`src/hdl/dmc_regs.vh`:
```
// Register offsets, field positions, reset values and timing counts for the pattern readout block
`ifndef DMC_REGS_VH
`define DMC_REGS_VH
`define DMC_OFF_CMD 12'h000
`define DMC_OFF_MODE0 12'h004
`define DMC_OFF_MODE1 12'h008
`define DMC_OFF_MODE2 12'h00C
`define DMC_OFF_MODE3 12'h010
`define DMC_OFF_STAT 12'h014
`define DMC_OFF_DATA 12'h018
`define DMC_CMD_TYPE_LSB 0
`define DMC_CMD_BA_LSB 4
`define DMC_CMD_ADDR_LSB 8
`define DMC_CMD_MRS 2'h1
`define DMC_CMD_RD 2'h2
`define DMC_CMD_WR 2'h3
`define DMC_M3_EN_BIT 2
`define DMC_M3_FS_LSB 0
`define DMC_M0_BL_LSB 0
`define DMC_BL_FIX8 2'h0
`define DMC_BL_OTF 2'h1
`define DMC_BL_FIX4 2'h2
`define DMC_MODE_RST 14'h0000
`define DMC_AL_RST 4'h0
`define DMC_CL_RST 4'h5
`define DMC_PATTERN 8'hAA
`define DMC_MOD_NS 60
`define DMC_MOD_CYC ((`DMC_MOD_NS + 3) / 4)
`endif

```
`src/hdl/dmc_pattern_read.v`:
```
// Pattern readout and mode-register load logic with APB command and status port
`timescale 1ns/10ps
`include "dmc_regs.vh"
module dmc_pattern_read #(
  parameter LANES = 16,
  parameter AW = 14,
  parameter ARRAY_WORDS = 16,
  parameter ALL_LANES = 0
) (
  input wire pclk,
  input wire presetn,
  input wire psel,
  input wire penable,
  input wire pwrite,
  input wire [11:0] paddr,
  input wire [31:0] pwdata,
  output reg [31:0] prdata,
  output wire pready,
  output wire pslverr,
  output reg [LANES-1:0] dq_out,
  output reg dq_oe,
  output reg pattern_mode
);
  localparam [1:0] ST_IDLE = 2'h0;
  localparam [1:0] ST_WAIT = 2'h1;
  localparam [1:0] ST_BURST = 2'h2;
  localparam [7:0] MOD_CYC = `DMC_MOD_CYC;
  localparam [7:0] PAT = `DMC_PATTERN;

  reg [AW-1:0] mode0_q, mode1_q, mode2_q, mode3_q;
  reg [AW-1:0] pend_val_q;
  reg [1:0] pend_sel_q;
  reg [7:0] mod_cnt_q;
  reg [1:0] state_q;
  reg [4:0] lat_cnt_q;
  reg [2:0] beat_q;
  reg [2:0] last_q;
  reg pat_q;
  reg [LANES-1:0] rd_word_q;
  reg [LANES-1:0] arr_q [0:ARRAY_WORDS-1];
  reg [3:0] col_q;
  reg refused_q;
  reg [LANES-1:0] dq_d;

  wire wr_acc = psel & penable & pwrite;
  wire rd_acc = psel & penable & ~pwrite;
  wire cmd_go = wr_acc & (paddr == `DMC_OFF_CMD);
  wire [1:0] cmd_type = pwdata[`DMC_CMD_TYPE_LSB +: 2];
  wire [2:0] cmd_ba = pwdata[`DMC_CMD_BA_LSB +: 3];
  wire [AW-1:0] cmd_addr = pwdata[`DMC_CMD_ADDR_LSB +: AW];
  wire busy = (state_q != ST_IDLE);
  wire pat_en = mode3_q[`DMC_M3_EN_BIT];
  wire [1:0] pat_fs = mode3_q[`DMC_M3_FS_LSB +: 2];
  wire [1:0] bl_mode = mode0_q[`DMC_M0_BL_LSB +: 2];
  wire [4:0] rd_lat = {1'b0, mode1_q[3:0]} + {1'b0, mode2_q[3:0]};

  assign pready = 1'b1;
  assign pslverr = 1'b0;

  function [2:0] last_beat;
    input [1:0] blm;
    input a12;
    begin
      if (blm == `DMC_BL_FIX4)
        last_beat = 3'h3;
      else if (blm == `DMC_BL_OTF && !a12)
        last_beat = 3'h3;
      else
        last_beat = 3'h7;
    end
  endfunction

  always @(posedge pclk or negedge presetn) begin
    if (!presetn) begin
      mode0_q <= `DMC_MODE_RST;
      mode1_q <= {{(AW-4){1'b0}}, `DMC_AL_RST};
      mode2_q <= {{(AW-4){1'b0}}, `DMC_CL_RST};
      mode3_q <= `DMC_MODE_RST;
      pend_val_q <= `DMC_MODE_RST;
      pend_sel_q <= 2'h0;
      mod_cnt_q <= 8'h00;
    end else if (mod_cnt_q != 8'h00) begin
      mod_cnt_q <= mod_cnt_q - 8'h01;
      if (mod_cnt_q == 8'h01) begin
        case (pend_sel_q)
          2'h0: mode0_q <= pend_val_q;
          2'h1: mode1_q <= pend_val_q;
          2'h2: mode2_q <= pend_val_q;
          default: mode3_q <= pend_val_q;
        endcase
      end
    end else if (cmd_go && cmd_type == `DMC_CMD_MRS && cmd_ba[2] == 1'b0 && !busy) begin
      pend_sel_q <= cmd_ba[1:0];
      pend_val_q <= cmd_addr;
      mod_cnt_q <= MOD_CYC;
    end
  end

  always @(posedge pclk or negedge presetn) begin
    if (!presetn) begin
      state_q <= ST_IDLE;
      lat_cnt_q <= 5'h00;
      beat_q <= 3'h0;
      last_q <= 3'h0;
      pat_q <= 1'b0;
      col_q <= 4'h0;
      refused_q <= 1'b0;
    end else begin
      case (state_q)
        ST_IDLE: begin
          if (cmd_go && cmd_type == `DMC_CMD_RD) begin
            pat_q <= pat_en & (pat_fs == 2'h0);
            col_q <= cmd_addr[3:0];
            // Bit two picks the nibble of a 4-beat pattern burst, bit 12 picks the on-the-fly burst length
            beat_q <= (pat_en && last_beat(bl_mode, cmd_addr[12]) == 3'h3) ?
                      {cmd_addr[2], 2'h0} : 3'h0;
            last_q <= (pat_en && last_beat(bl_mode, cmd_addr[12]) == 3'h3) ?
                      {cmd_addr[2], 2'h3} : last_beat(bl_mode, cmd_addr[12]);
            lat_cnt_q <= (rd_lat == 5'h00) ? 5'h00 : rd_lat - 5'h01;
            state_q <= ST_WAIT;
          end else if (cmd_go && cmd_type == `DMC_CMD_WR && pat_en) begin
            refused_q <= 1'b1;
          end
        end
        ST_WAIT: begin
          if (lat_cnt_q == 5'h00)
            state_q <= ST_BURST;
          else
            lat_cnt_q <= lat_cnt_q - 5'h01;
        end
        ST_BURST: begin
          if (beat_q == last_q)
            state_q <= ST_IDLE;
          else
            beat_q <= beat_q + 3'h1;
        end
        default: state_q <= ST_IDLE;
      endcase
      if (rd_acc && paddr == `DMC_OFF_STAT)
        refused_q <= 1'b0;
    end
  end

  // Array write path, only with pattern mode off
  always @(posedge pclk) begin
    if (cmd_go && cmd_type == `DMC_CMD_WR && !pat_en && !busy)
      arr_q[cmd_addr[3:0] % ARRAY_WORDS] <= pwdata[31:32-LANES];
  end

  integer i;
  always @* begin
    dq_d = {LANES{1'b0}};
    if (pat_q) begin
      for (i = 0; i < LANES; i = i + 1)
        if (ALL_LANES != 0 || (i % 8) == 0)
          dq_d[i] = PAT[beat_q];
    end else begin
      dq_d = arr_q[(col_q + {1'b0, beat_q}) % ARRAY_WORDS];
    end
  end

  always @(posedge pclk or negedge presetn) begin
    if (!presetn) begin
      dq_out <= {LANES{1'b0}};
      dq_oe <= 1'b0;
      pattern_mode <= 1'b0;
      rd_word_q <= {LANES{1'b0}};
      prdata <= 32'h00000000;
    end else begin
      dq_oe <= (state_q == ST_BURST);
      dq_out <= (state_q == ST_BURST) ? dq_d : {LANES{1'b0}};
      pattern_mode <= pat_en;
      if (state_q == ST_BURST)
        rd_word_q <= dq_d;
      if (rd_acc) begin
        case (paddr)
          `DMC_OFF_MODE0: prdata <= {{(32-AW){1'b0}}, mode0_q};
          `DMC_OFF_MODE1: prdata <= {{(32-AW){1'b0}}, mode1_q};
          `DMC_OFF_MODE2: prdata <= {{(32-AW){1'b0}}, mode2_q};
          `DMC_OFF_MODE3: prdata <= {{(32-AW){1'b0}}, mode3_q};
          `DMC_OFF_STAT: prdata <= {27'h0000000, refused_q, mod_cnt_q != 8'h00, busy,
                                    pat_en, dq_oe};
          `DMC_OFF_DATA: prdata <= {{(32-LANES){1'b0}}, rd_word_q};
          default: prdata <= 32'h00000000;
        endcase
      end
    end
  end
endmodule // dmc_pattern_read

```
`config.mk`:
```
export PLATFORM = sky130hd
export DESIGN_NAME = dmc_pattern_read
export DESIGN_NICKNAME = d
export VERILOG_FILES = /design/src/hdl/dmc_pattern_read.v
export VERILOG_INCLUDE_DIRS = /design/src /design/src/hdl
export SDC_FILE = /design/constraint.sdc
export NUM_CORES = 1
export LEC_CHECK = 0
export BUFFER_PORTS_ARGS = -buffer_cell sky130_fd_sc_hd__buf_2
export CORE_MARGIN = 2
export CORE_UTILIZATION = 60
export CTS_CLUSTER_SIZE = 14
export DETAILED_ROUTE_END_ITERATION = 6
export GPL_TIMING_DRIVEN = 0
export PLACE_DENSITY_LB_ADDON = 0.05
export SLEW_MARGIN = 10
export SYNTH_ARGS = -nofsm -noshare
export SYNTH_HDL_FRONTEND = slang
export SYNTH_SLANG_ARGS = --single-unit
```
`constraint.sdc`:
```
create_clock -name pclk -period 3 [get_ports pclk]
set_input_delay 0.15 -clock pclk [delete_from_list [all_inputs] [get_ports pclk]]
set_output_delay 0.15 -clock pclk [all_outputs]
set_load 0.02 [all_outputs]
```
==> metrics.md, run 1 <==
| Metric | Value |
|---|---|
| Via count | `9930` |
| Clock root buffer | `sky130_fd_sc_hd__clkbuf_16` |
| Area occupied by multi-input gates | `between 0.005 and 0.006 mm^2` |
| Number of filler instances in the final layout | `between 1500 and 2000` |
| Overflow left after global routing | `0` |
| Via count of the first global-routing pass | `9748` |
| Critical path's largest stage delay | `about 0.48 ns` |
| Worst Path Class, Setup | `flop to flop` |
| Post-route ant nets | `0` |
| Cell count after synthesis | `1061` |
| Post-layout min period | `2.963 ns` |
| Met3 Resource Use GR | `under 10%` |
| Total die area | `0.02950 mm^2` |
| Tot GR Track Use | `between 20 and 30%` |
| Worst-case setup margin in the final layout | `0.03700 ns` |
| Standard cell core area | `around 0.028 mm^2` |
| Met2 Track Usage GR | `45.24%` |
| Clk_skew | `~0.015 ns` |
| Final Hold Viols | `0` |
| WP data required | `between 3 and 4 ns` |
| Clock edge transition at the registers on the reported setup and hold paths | `about 0.060 ns` |
| Maximum VDD drop | `0.5594 mV` |
| Critical path, cell by cell | `ha_1 -> fa_2 -> xnor2_1 -> clkbuf_4 -> nand2_1 -> buf_1 -> a21oi_1 -> or2_1` |
| Clock insertion delay at the later pin of the skew report | `0.54 ns` |
| Number of antenna violations at the first check in global routing | `0` |
| Run status | `finished clean` |
| Global-route wire length before repair | `between 50000 and 60000 um` |
| Min-delay worst type | `input pin to flop` |
| Post-synth design cell area | `between 0.015 and 0.02 mm^2` |
| Dominant register cell in the synthesized netlist | `sky130_fd_sc_hd__edfxtp_1` |
| Ys Warns | `0` |
| Count of final setup violators | `0` |
| Setup repair after global routing missed its margin | `yes` |
| GRT met1 Usage | `36.67%` |
| Actual slew at the worst max-slew pin | `approximately 0.83 ns` |
| DRC violation count after routing | `0` |
| Worst hold stages | `1` |
| Seq cells post-synth | `404` |
| Number of buffer cells added on primary ports | `78` |
| Sinks on the clock net | `roughly 400` |
| Max Freq | `approximately 0.34 GHz` |
| Critical R2R Launch | `beat_q[0]$_DFFE_PN0P_` |
| Maximum clock insertion buffer count | `3` |
| Number of buffers inserted during clock tree synthesis | `41` |
| X dimension of the die | `about 170 um` |
| Post-synthesis to final-layout area growth | `15.34%` |
| Count of cell instances traversed by the critical path | `8` |
| Leakage dissipation | `roughly 7.8 nW` |
| EDFF count, synth | `~260` |
| Count of distinct cell types in the synthesized netlist | `63` |
| Leading cell types in the layout, fill and taps excluded | `sky130_fd_sc_hd__edfxtp_1, sky130_fd_sc_hd__dfrtp_1, sky130_fd_sc_hd__buf_2` |
| Number of antenna cells inserted | `0` |
| Crit-path slowest cell | `sky130_fd_sc_hd__dfrtp_1` |
| HP Start | `pwdata[26]` |
| Top-Level Pins | `just over 100` |
| Cell type group with the largest total delay on the critical path | `adder cells` |
| Biggest fanout along the worst timing path | `10` |
| Period utilisation layout | `a little over nine tenths` |
| Areal power density over the cells | `575.2 mW/mm^2` |
| Leading cell type in the layout, fill and taps excluded | `sky130_fd_sc_hd__edfxtp_1` |
| Buffers inserted during post-CTS setup optimization | `0` |
| Gpl congestion | `between 0.8 and 0.9` |
| Number of buffer and inverter instances along the worst setup path | `2` |
| Category of the worst setup path launch point | `flop` |
| Slew Limit Headroom | `between 40% and 50%` |
| Detailed Route WL | `39110 um` |
| Sequential area share after synthesis | `between 60 and 70%` |
| Detail-routed via count per cell | `6.077` |
| Arrival time of the worst setup path | `3.42 ns` |
| Cell Rows | `approximately 60` |
| Final Max Tran Viols | `0` |
| Register cell area after layout | `0.01139 mm^2` |
| Busiest grt layer | `met2` |
| Average footprint of a synthesized cell | `15.91 um^2` |
| Worst Reg-to-Reg Cells | `8` |
| Startpoint of the worst setup timing path | `beat_q[0]$_DFFE_PN0P_` |
| WL per Instance | `23.94 um` |
| Final standard cell area without fillers | `around 0.019 mm^2` |
| Share of post-route cells with drive strength above 1 | `between 20 and 30%` |
| Post-detailed-placement half-perimeter wirelength | `26650 um` |
| Vertical extent of the die | `roughly 170 um` |
| Total number of H-tree levels | `2` |
| Final setup TNS | `0 ns` |
| Initial standard-cell utilization of the core | `~60%` |
| Share of flip-flops with an asynchronous set or reset after synthesis | `36.63%` |
| Post-DP Area | `between 0.015 and 0.02 mm^2` |
| Count of routing violations after the opening detailed-route iteration | `975` |
| Number of iterations in the first detailed-routing pass | `5` |
| TritonCTS clock tree | `yes` |
| Maximum number of pins on one net before global-route repair | `105` |
| Max_cap viols | `0` |
| CP endpoint kind | `flop` |
| Placement-stage worst setup slack | `-0.4719 ns` |
| Number of nets in the layout | `1291` |
[power by group]
group / leakage, nW / total (mW) / switching (mW) / internal [mW]
combinational: 2.84 / 0.436 / 0.271 / 0.165
clock: 0.601 / 4.72 / 2.05 / 2.67
sequential: 4.31 / 6.05 / 0.0604 / 5.99
[final timing paths]
check	endpoint	slack, ns
worst min register to register	pattern_mode$_DFF_PN0_	0.37
worst max-delay path	dq_out[13]$_DFF_PN0_	0.04
worst min-delay path	arr_q[6][10]$_DFFE_PP_	0.02
max in group asynchronous	mode0_q[8]$_DFFE_PN0P_	2.02
worst max register to register	dq_out[13]$_DFF_PN0_	0.04
min in group asynchronous	lat_cnt_q[2]$_DFFE_PN0P_	0.11
[Yosys cell counts (all sizes together), types with 21 or more instances]
master   number  share of area (%)
buf          41                1.5
nor2         33               0.73
a21oi        40                1.2
clkbuf       33               0.73
mux4         60                8.0
edfxtp      256                 46
o21ai        54                1.6
dfrtp       146                 22
nand2        46                1.0
a2bb2oi      21                1.1
mux2         90                6.0
nand3        43                1.3
[flip-flops by register name, summed over array words and instances, names as in the netlist, 4 cells and up]
register    flops
prdata         16
mode2_q        14
pend_val_q     14
mode0_q        14
lat_cnt_q       5
mod_cnt_q       8
mode3_q        14
dq_out         16
col_q           4
mode1_q        14
rd_word_q      16
arr_q         256
[per-stage QoR]
stage	hold slack (ns)	power [mW]	util [%]	std cells
6_report	0.01559	11.20	70.10	1634
2_1_floorplan	-0.1456	6.382	-	1077
3_5_place_dp	0.07032	6.586	65.15	1550
4_1_cts	0.004416	11.27	70.04	1634
3_3_place_gp	0.3592	6.558	64.10	1533
5_1_grt	0.008266	11.54	70.10	1634
[per-layer routing]
metal	share of wire (%)	vias up
li1	-	4409
met1	41	5018
met2	49	423
met3	7.2	80
met4	3.2	0
met5	0	-
[kinds of logic (layout without fill, tap and decap cells)]
logic type,after synthesis,after routing,synth area share (%)
muxes,164,164,14.84
other,2,18,0.04448
AOI/OAI and AO/OA,166,166,6.336
xor gates and xnor gates,10,10,0.5188
adders and majority gates,16,16,1.275
DFF,404,404,67.48
buffers and inverters,85,264,2.520
and+or+nand+nor,214,214,6.988
[area by class of cell]
cell class / count / area share (%)
clock inverters: 21 / 0.6746
flip-flops and latches: 404 / 58.51
repair buffers: 107 / 3.913
multi-input cells: 588 / 26.60
inverters: 11 / 0.2120
well taps: 378 / 2.429
clock buffers: 52 / 5.635
plain buffers: 73 / 2.030
[what timing repair did]
item / in CTS / in global routing
hold buffers: 12 / 0
endpoints found under the setup margin: 32 / 47
endpoints found under the hold margin: 85 / 0
resized for setup: 8 / 9
cloned: 0 / 0
(Power assumes the default switching activity.)
==> inputs of run 2 (changes only) <==
ABC_AREA = 1   (was default)
==> run 2 against run 1 <==
Sequential cell count did not move; first-iteration DRC count rose by 34%; critical endpoint is now rd_word_q[4]$_DFFE_PN0P_; critical path depth rose by 1; highest routed layer unchanged; power rose by 5.5%; sequential share of layout area fell by 3.0 points; wire length rose by 11%; final cell count rose by 42%.
==> metrics.md, run 2 <==
| Metric | Value |
|---|---|
| Run status | `finished clean` |
| Vertical extent of the die | `176.2 um (+2.6%)` |
| Placement-stage worst setup slack | `-0.007072 ns (+0.4648 ns)` |
| Tot GR Track Use | `28.69% (+1.5 points)` |
| Number of iterations in the first detailed-routing pass | `5 (unchanged)` |
| Leading cell types in the layout, fill and taps excluded | `sky130_fd_sc_hd__nand2_1, sky130_fd_sc_hd__edfxtp_1, sky130_fd_sc_hd__nand3_1` |
| WP data required | `3.38 ns (-0.08 ns)` |
| Biggest area contributors in the synthesized netlist | `sky130_fd_sc_hd__edfxtp_1, sky130_fd_sc_hd__dfrtp_1, sky130_fd_sc_hd__nand2_1` |
| CP endpoint kind | `flop` |
| Final Hold Viols | `0 (unchanged)` |
| Dominant register cell in the synthesized netlist | `sky130_fd_sc_hd__edfxtp_1` |
| Total number of H-tree levels | `2 (unchanged)` |
| Tot Pwr | `11.82 mW (+5.5%)` |
| Number of antenna cells inserted | `0 (unchanged)` |
| Number of buffers inserted during clock tree synthesis | `42 (+2.4%)` |
| Cell Rows | `63 (+3.3%)` |
| Post-route ant nets | `0 (unchanged)` |
| Leading cell type in the layout, fill and taps excluded | `sky130_fd_sc_hd__nand2_1` |
| Period utilisation layout | `95.13% (-3.6 points)` |
| Number of buffer cells added on primary ports | `79 (+1.3%)` |
| WL per Instance | `18.75 um (-22%)` |
| Ys Warns | `0 (unchanged)` |
| Seq cells post-synth | `404 (unchanged)` |
| Detail-routed via count per cell | `5.495 (-9.6%)` |
| Number of antenna violations at the first check in global routing | `0 (unchanged)` |
| Clock edge transition at the registers on the reported setup and hold paths | `0.06 ns (about the same)` |
| Count of distinct cell types in the synthesized netlist | `43 (-32%)` |
| Gpl congestion | `0.9284 (+5.1%)` |
| Count of final setup violators | `0 (unchanged)` |
| Cell type contributing the most total cell area after synthesis | `sky130_fd_sc_hd__edfxtp_1` |
| Worst-case setup margin in the final layout | `0.1461 ns (+0.1091 ns)` |
| Flip-flop count of the largest register, all copies and words added | `256 (unchanged)` |
| Buffers inserted during post-CTS setup optimization | `0 (unchanged)` |
| Post-synthesis to final-layout area growth | `15.32% (about the same)` |
| Number of cells after detailed placement | `2233 (+44%)` |
| Post-synth design cell area | `0.01779 mm^2 (+5.4%)` |
| Biggest fanout along the worst timing path | `10 (unchanged)` |
| Post-layout min period | `2.854 ns (-0.1091 ns)` |
| Maximum number of pins on one net before global-route repair | `79 (-25%)` |
| Via count | `12740 (+28%)` |
| DRC violation count after routing | `0 (unchanged)` |
| Actual slew at the worst max-slew pin | `0.8117 ns (-0.02048 ns)` |
| Share of post-route cells with drive strength above 1 | `18.72% (-6.7 points)` |
| Total die area | `0.03105 mm^2 (+5.3%)` |
| Worst Path Class, Setup | `flop to flop` |
| Clock root buffer | `sky130_fd_sc_hd__clkbuf_16` |
| Initial standard-cell utilization of the core | `60.52% (-0.26 points)` |
| Final std cells w/o fill | `2318 (+42%)` |
| Via count of the first global-routing pass | `12450 (+28%)` |
| Share of flip-flops with an asynchronous set or reset after synthesis | `36.63% (unchanged)` |
| Slew Limit Headroom | `45.59% (+1.9 points)` |
| Sequential area share after synthesis | `64.03% (-3.4 points)` |
| Cell count after synthesis | `1731 (+63%)` |
| Average footprint of a synthesized cell | `10.28 um^2 (-35%)` |
| Max_cap viols | `0 (unchanged)` |
| Hold slack | `0.01937 ns (+0.003784 ns)` |
| Maximum clock insertion buffer count | `3 (unchanged)` |
| TritonCTS clock tree | `yes` |
| Leakage dissipation | `8.930 nW (+15%)` |
| Global-route wire length before repair | `68070 um (+16%)` |
| Count of routing violations after the opening detailed-route iteration | `1308 (+34%)` |
| Clk_skew | `0.02080 ns (+0.005309 ns)` |
| Final Max Tran Viols | `0 (unchanged)` |
| Category of the worst setup path launch point | `flop` |
| Area share of the leading cell type in the synthesized netlist | `43.20% (-2.3 points)` |
| Maximum VDD drop | `0.5129 mV (-8.3%)` |
| Clock insertion delay at the later pin of the skew report | `0.54 ns (about the same)` |
| Setup repair after global routing missed its margin | `no` |
| X dimension of the die | `176.2 um (+2.6%)` |
| Areal power density over the cells | `575.8 mW/mm^2 (+0.10%)` |
| Top-count cell post-synth | `sky130_fd_sc_hd__nand2_1` |
| Sinks on the clock net | `404 (unchanged)` |
| Standard cell core area | `0.02940 mm^2 (+5.8%)` |
| Overflow left after global routing | `0 (unchanged)` |
| Min-delay worst type | `input pin to flop` |
| Number of nets in the layout | `1962 (+52%)` |
| Max Freq | `0.3504 GHz (+3.8%)` |
| Detailed Route WL | `43470 um (+11%)` |
| Top-Level Pins | `101 (unchanged)` |
| EDFF count, synth | `256 (unchanged)` |
| Post-detailed-placement half-perimeter wirelength | `29890 um (+12%)` |
| Arrival time of the worst setup path | `3.23 ns (-0.19 ns)` |
| Top cell types by occurrence after synthesis | `sky130_fd_sc_hd__nand2_1, sky130_fd_sc_hd__edfxtp_1, sky130_fd_sc_hd__nand3_1` |
==> run 2: final timing paths <==
check	startpoint	to	slack, ns	cells after the start
max	beat_q[0]$_DFFE_PN0P_	rd_word_q[4]$_DFFE_PN0P_	0.15	9
max reg2reg	beat_q[0]$_DFFE_PN0P_	rd_word_q[4]$_DFFE_PN0P_	0.15	9
min reg2reg	prdata[8]$_DFFE_PN0P_	prdata[8]$_DFFE_PN0P_	0.47	2
min in group asynchronous	presetn	mode1_q[2]$_DFFE_PN0P_	0.17	2
min	pwdata[22]	arr_q[11][6]$_DFFE_PP_	0.02	1
max in group asynchronous	presetn	prdata[12]$_DFFE_PN0P_	2.06	3
==> run 2: layout make-up <==
cell class              instances  area [um^2]
multi-input cells            1130         5480
clock inverters                17        161.4
fillers                      2178         8884
flip-flops and latches        404        11390
clock buffers                  58         1192
plain buffers                  88        561.8
well taps                     390        488.0
repair buffers                106        769.5
inverters                     125        471.7
==> run 2: critical path, stage by stage (launching register included) <==
cell,delay [ns]
sky130_fd_sc_hd__dfrtp_1,0.47
sky130_fd_sc_hd__ha_1,0.27
sky130_fd_sc_hd__fa_1,0.48
sky130_fd_sc_hd__inv_2,0.27
sky130_fd_sc_hd__buf_2,0.33
sky130_fd_sc_hd__nand3_1,0.15
sky130_fd_sc_hd__a21oi_1,0.29
sky130_fd_sc_hd__o21ai_1,0.11
sky130_fd_sc_hd__nand3_1,0.20
sky130_fd_sc_hd__o21ai_0,0.14
==> run 2: per-layer routing <==
metal	track usage [%]	part of all wire, %	vias to the layer above
li1	-	-	6074
met1	38.81	41	6039
met2	48.79	49	537
met3	3.575	7.2	88
met4	9.298	2.7	0
met5	0	0	-
==> run 2: logic make-up (layout without fill, tap and decap cells) <==
| logic type | count (synthesis) | after routing | share of synthesized area (%) |
|---|---|---|---|
| buffers and inverters | 213 | 394 | 5.731 |
| xor gates and xnor gates | 9 | 9 | 0.4852 |
| other | 2 | 18 | 0.04221 |
| AOI/OAI and AO/OA | 151 | 151 | 5.386 |
| and+or+nand+nor | 935 | 935 | 23.06 |
| adders and majority gates | 16 | 16 | 1.209 |
| muxes | 1 | 1 | 0.05626 |
| DFF | 404 | 404 | 64.03 |
==> run 2: metrics by stage <==
step	TNS (ns)	util, %	instance area, um^2
detailed placement	-0.007072	64.79	19050
global route	0	69.79	20520
CTS	0	69.75	20510
finish	0	69.79	20520
floorplan	0	-	17850
global placement	-57.38	63.73	18740
==> run 2: power by group <==
group	internal (mW)	total, mW	switching, mW
Combinational	0.201	0.640	0.439
Sequential	6.00	6.05	0.0553
Clock	3.03	5.12	2.09
==> run 2: repair_timing <==
| item | in CTS | in global routing |
|---|---|---|
| hold endpoints to repair | 88 | 0 |
| gates resized for setup | 2 | 11 |
| hold buffers | 10 | 0 |
| setup endpoints to repair | 1 | 19 |
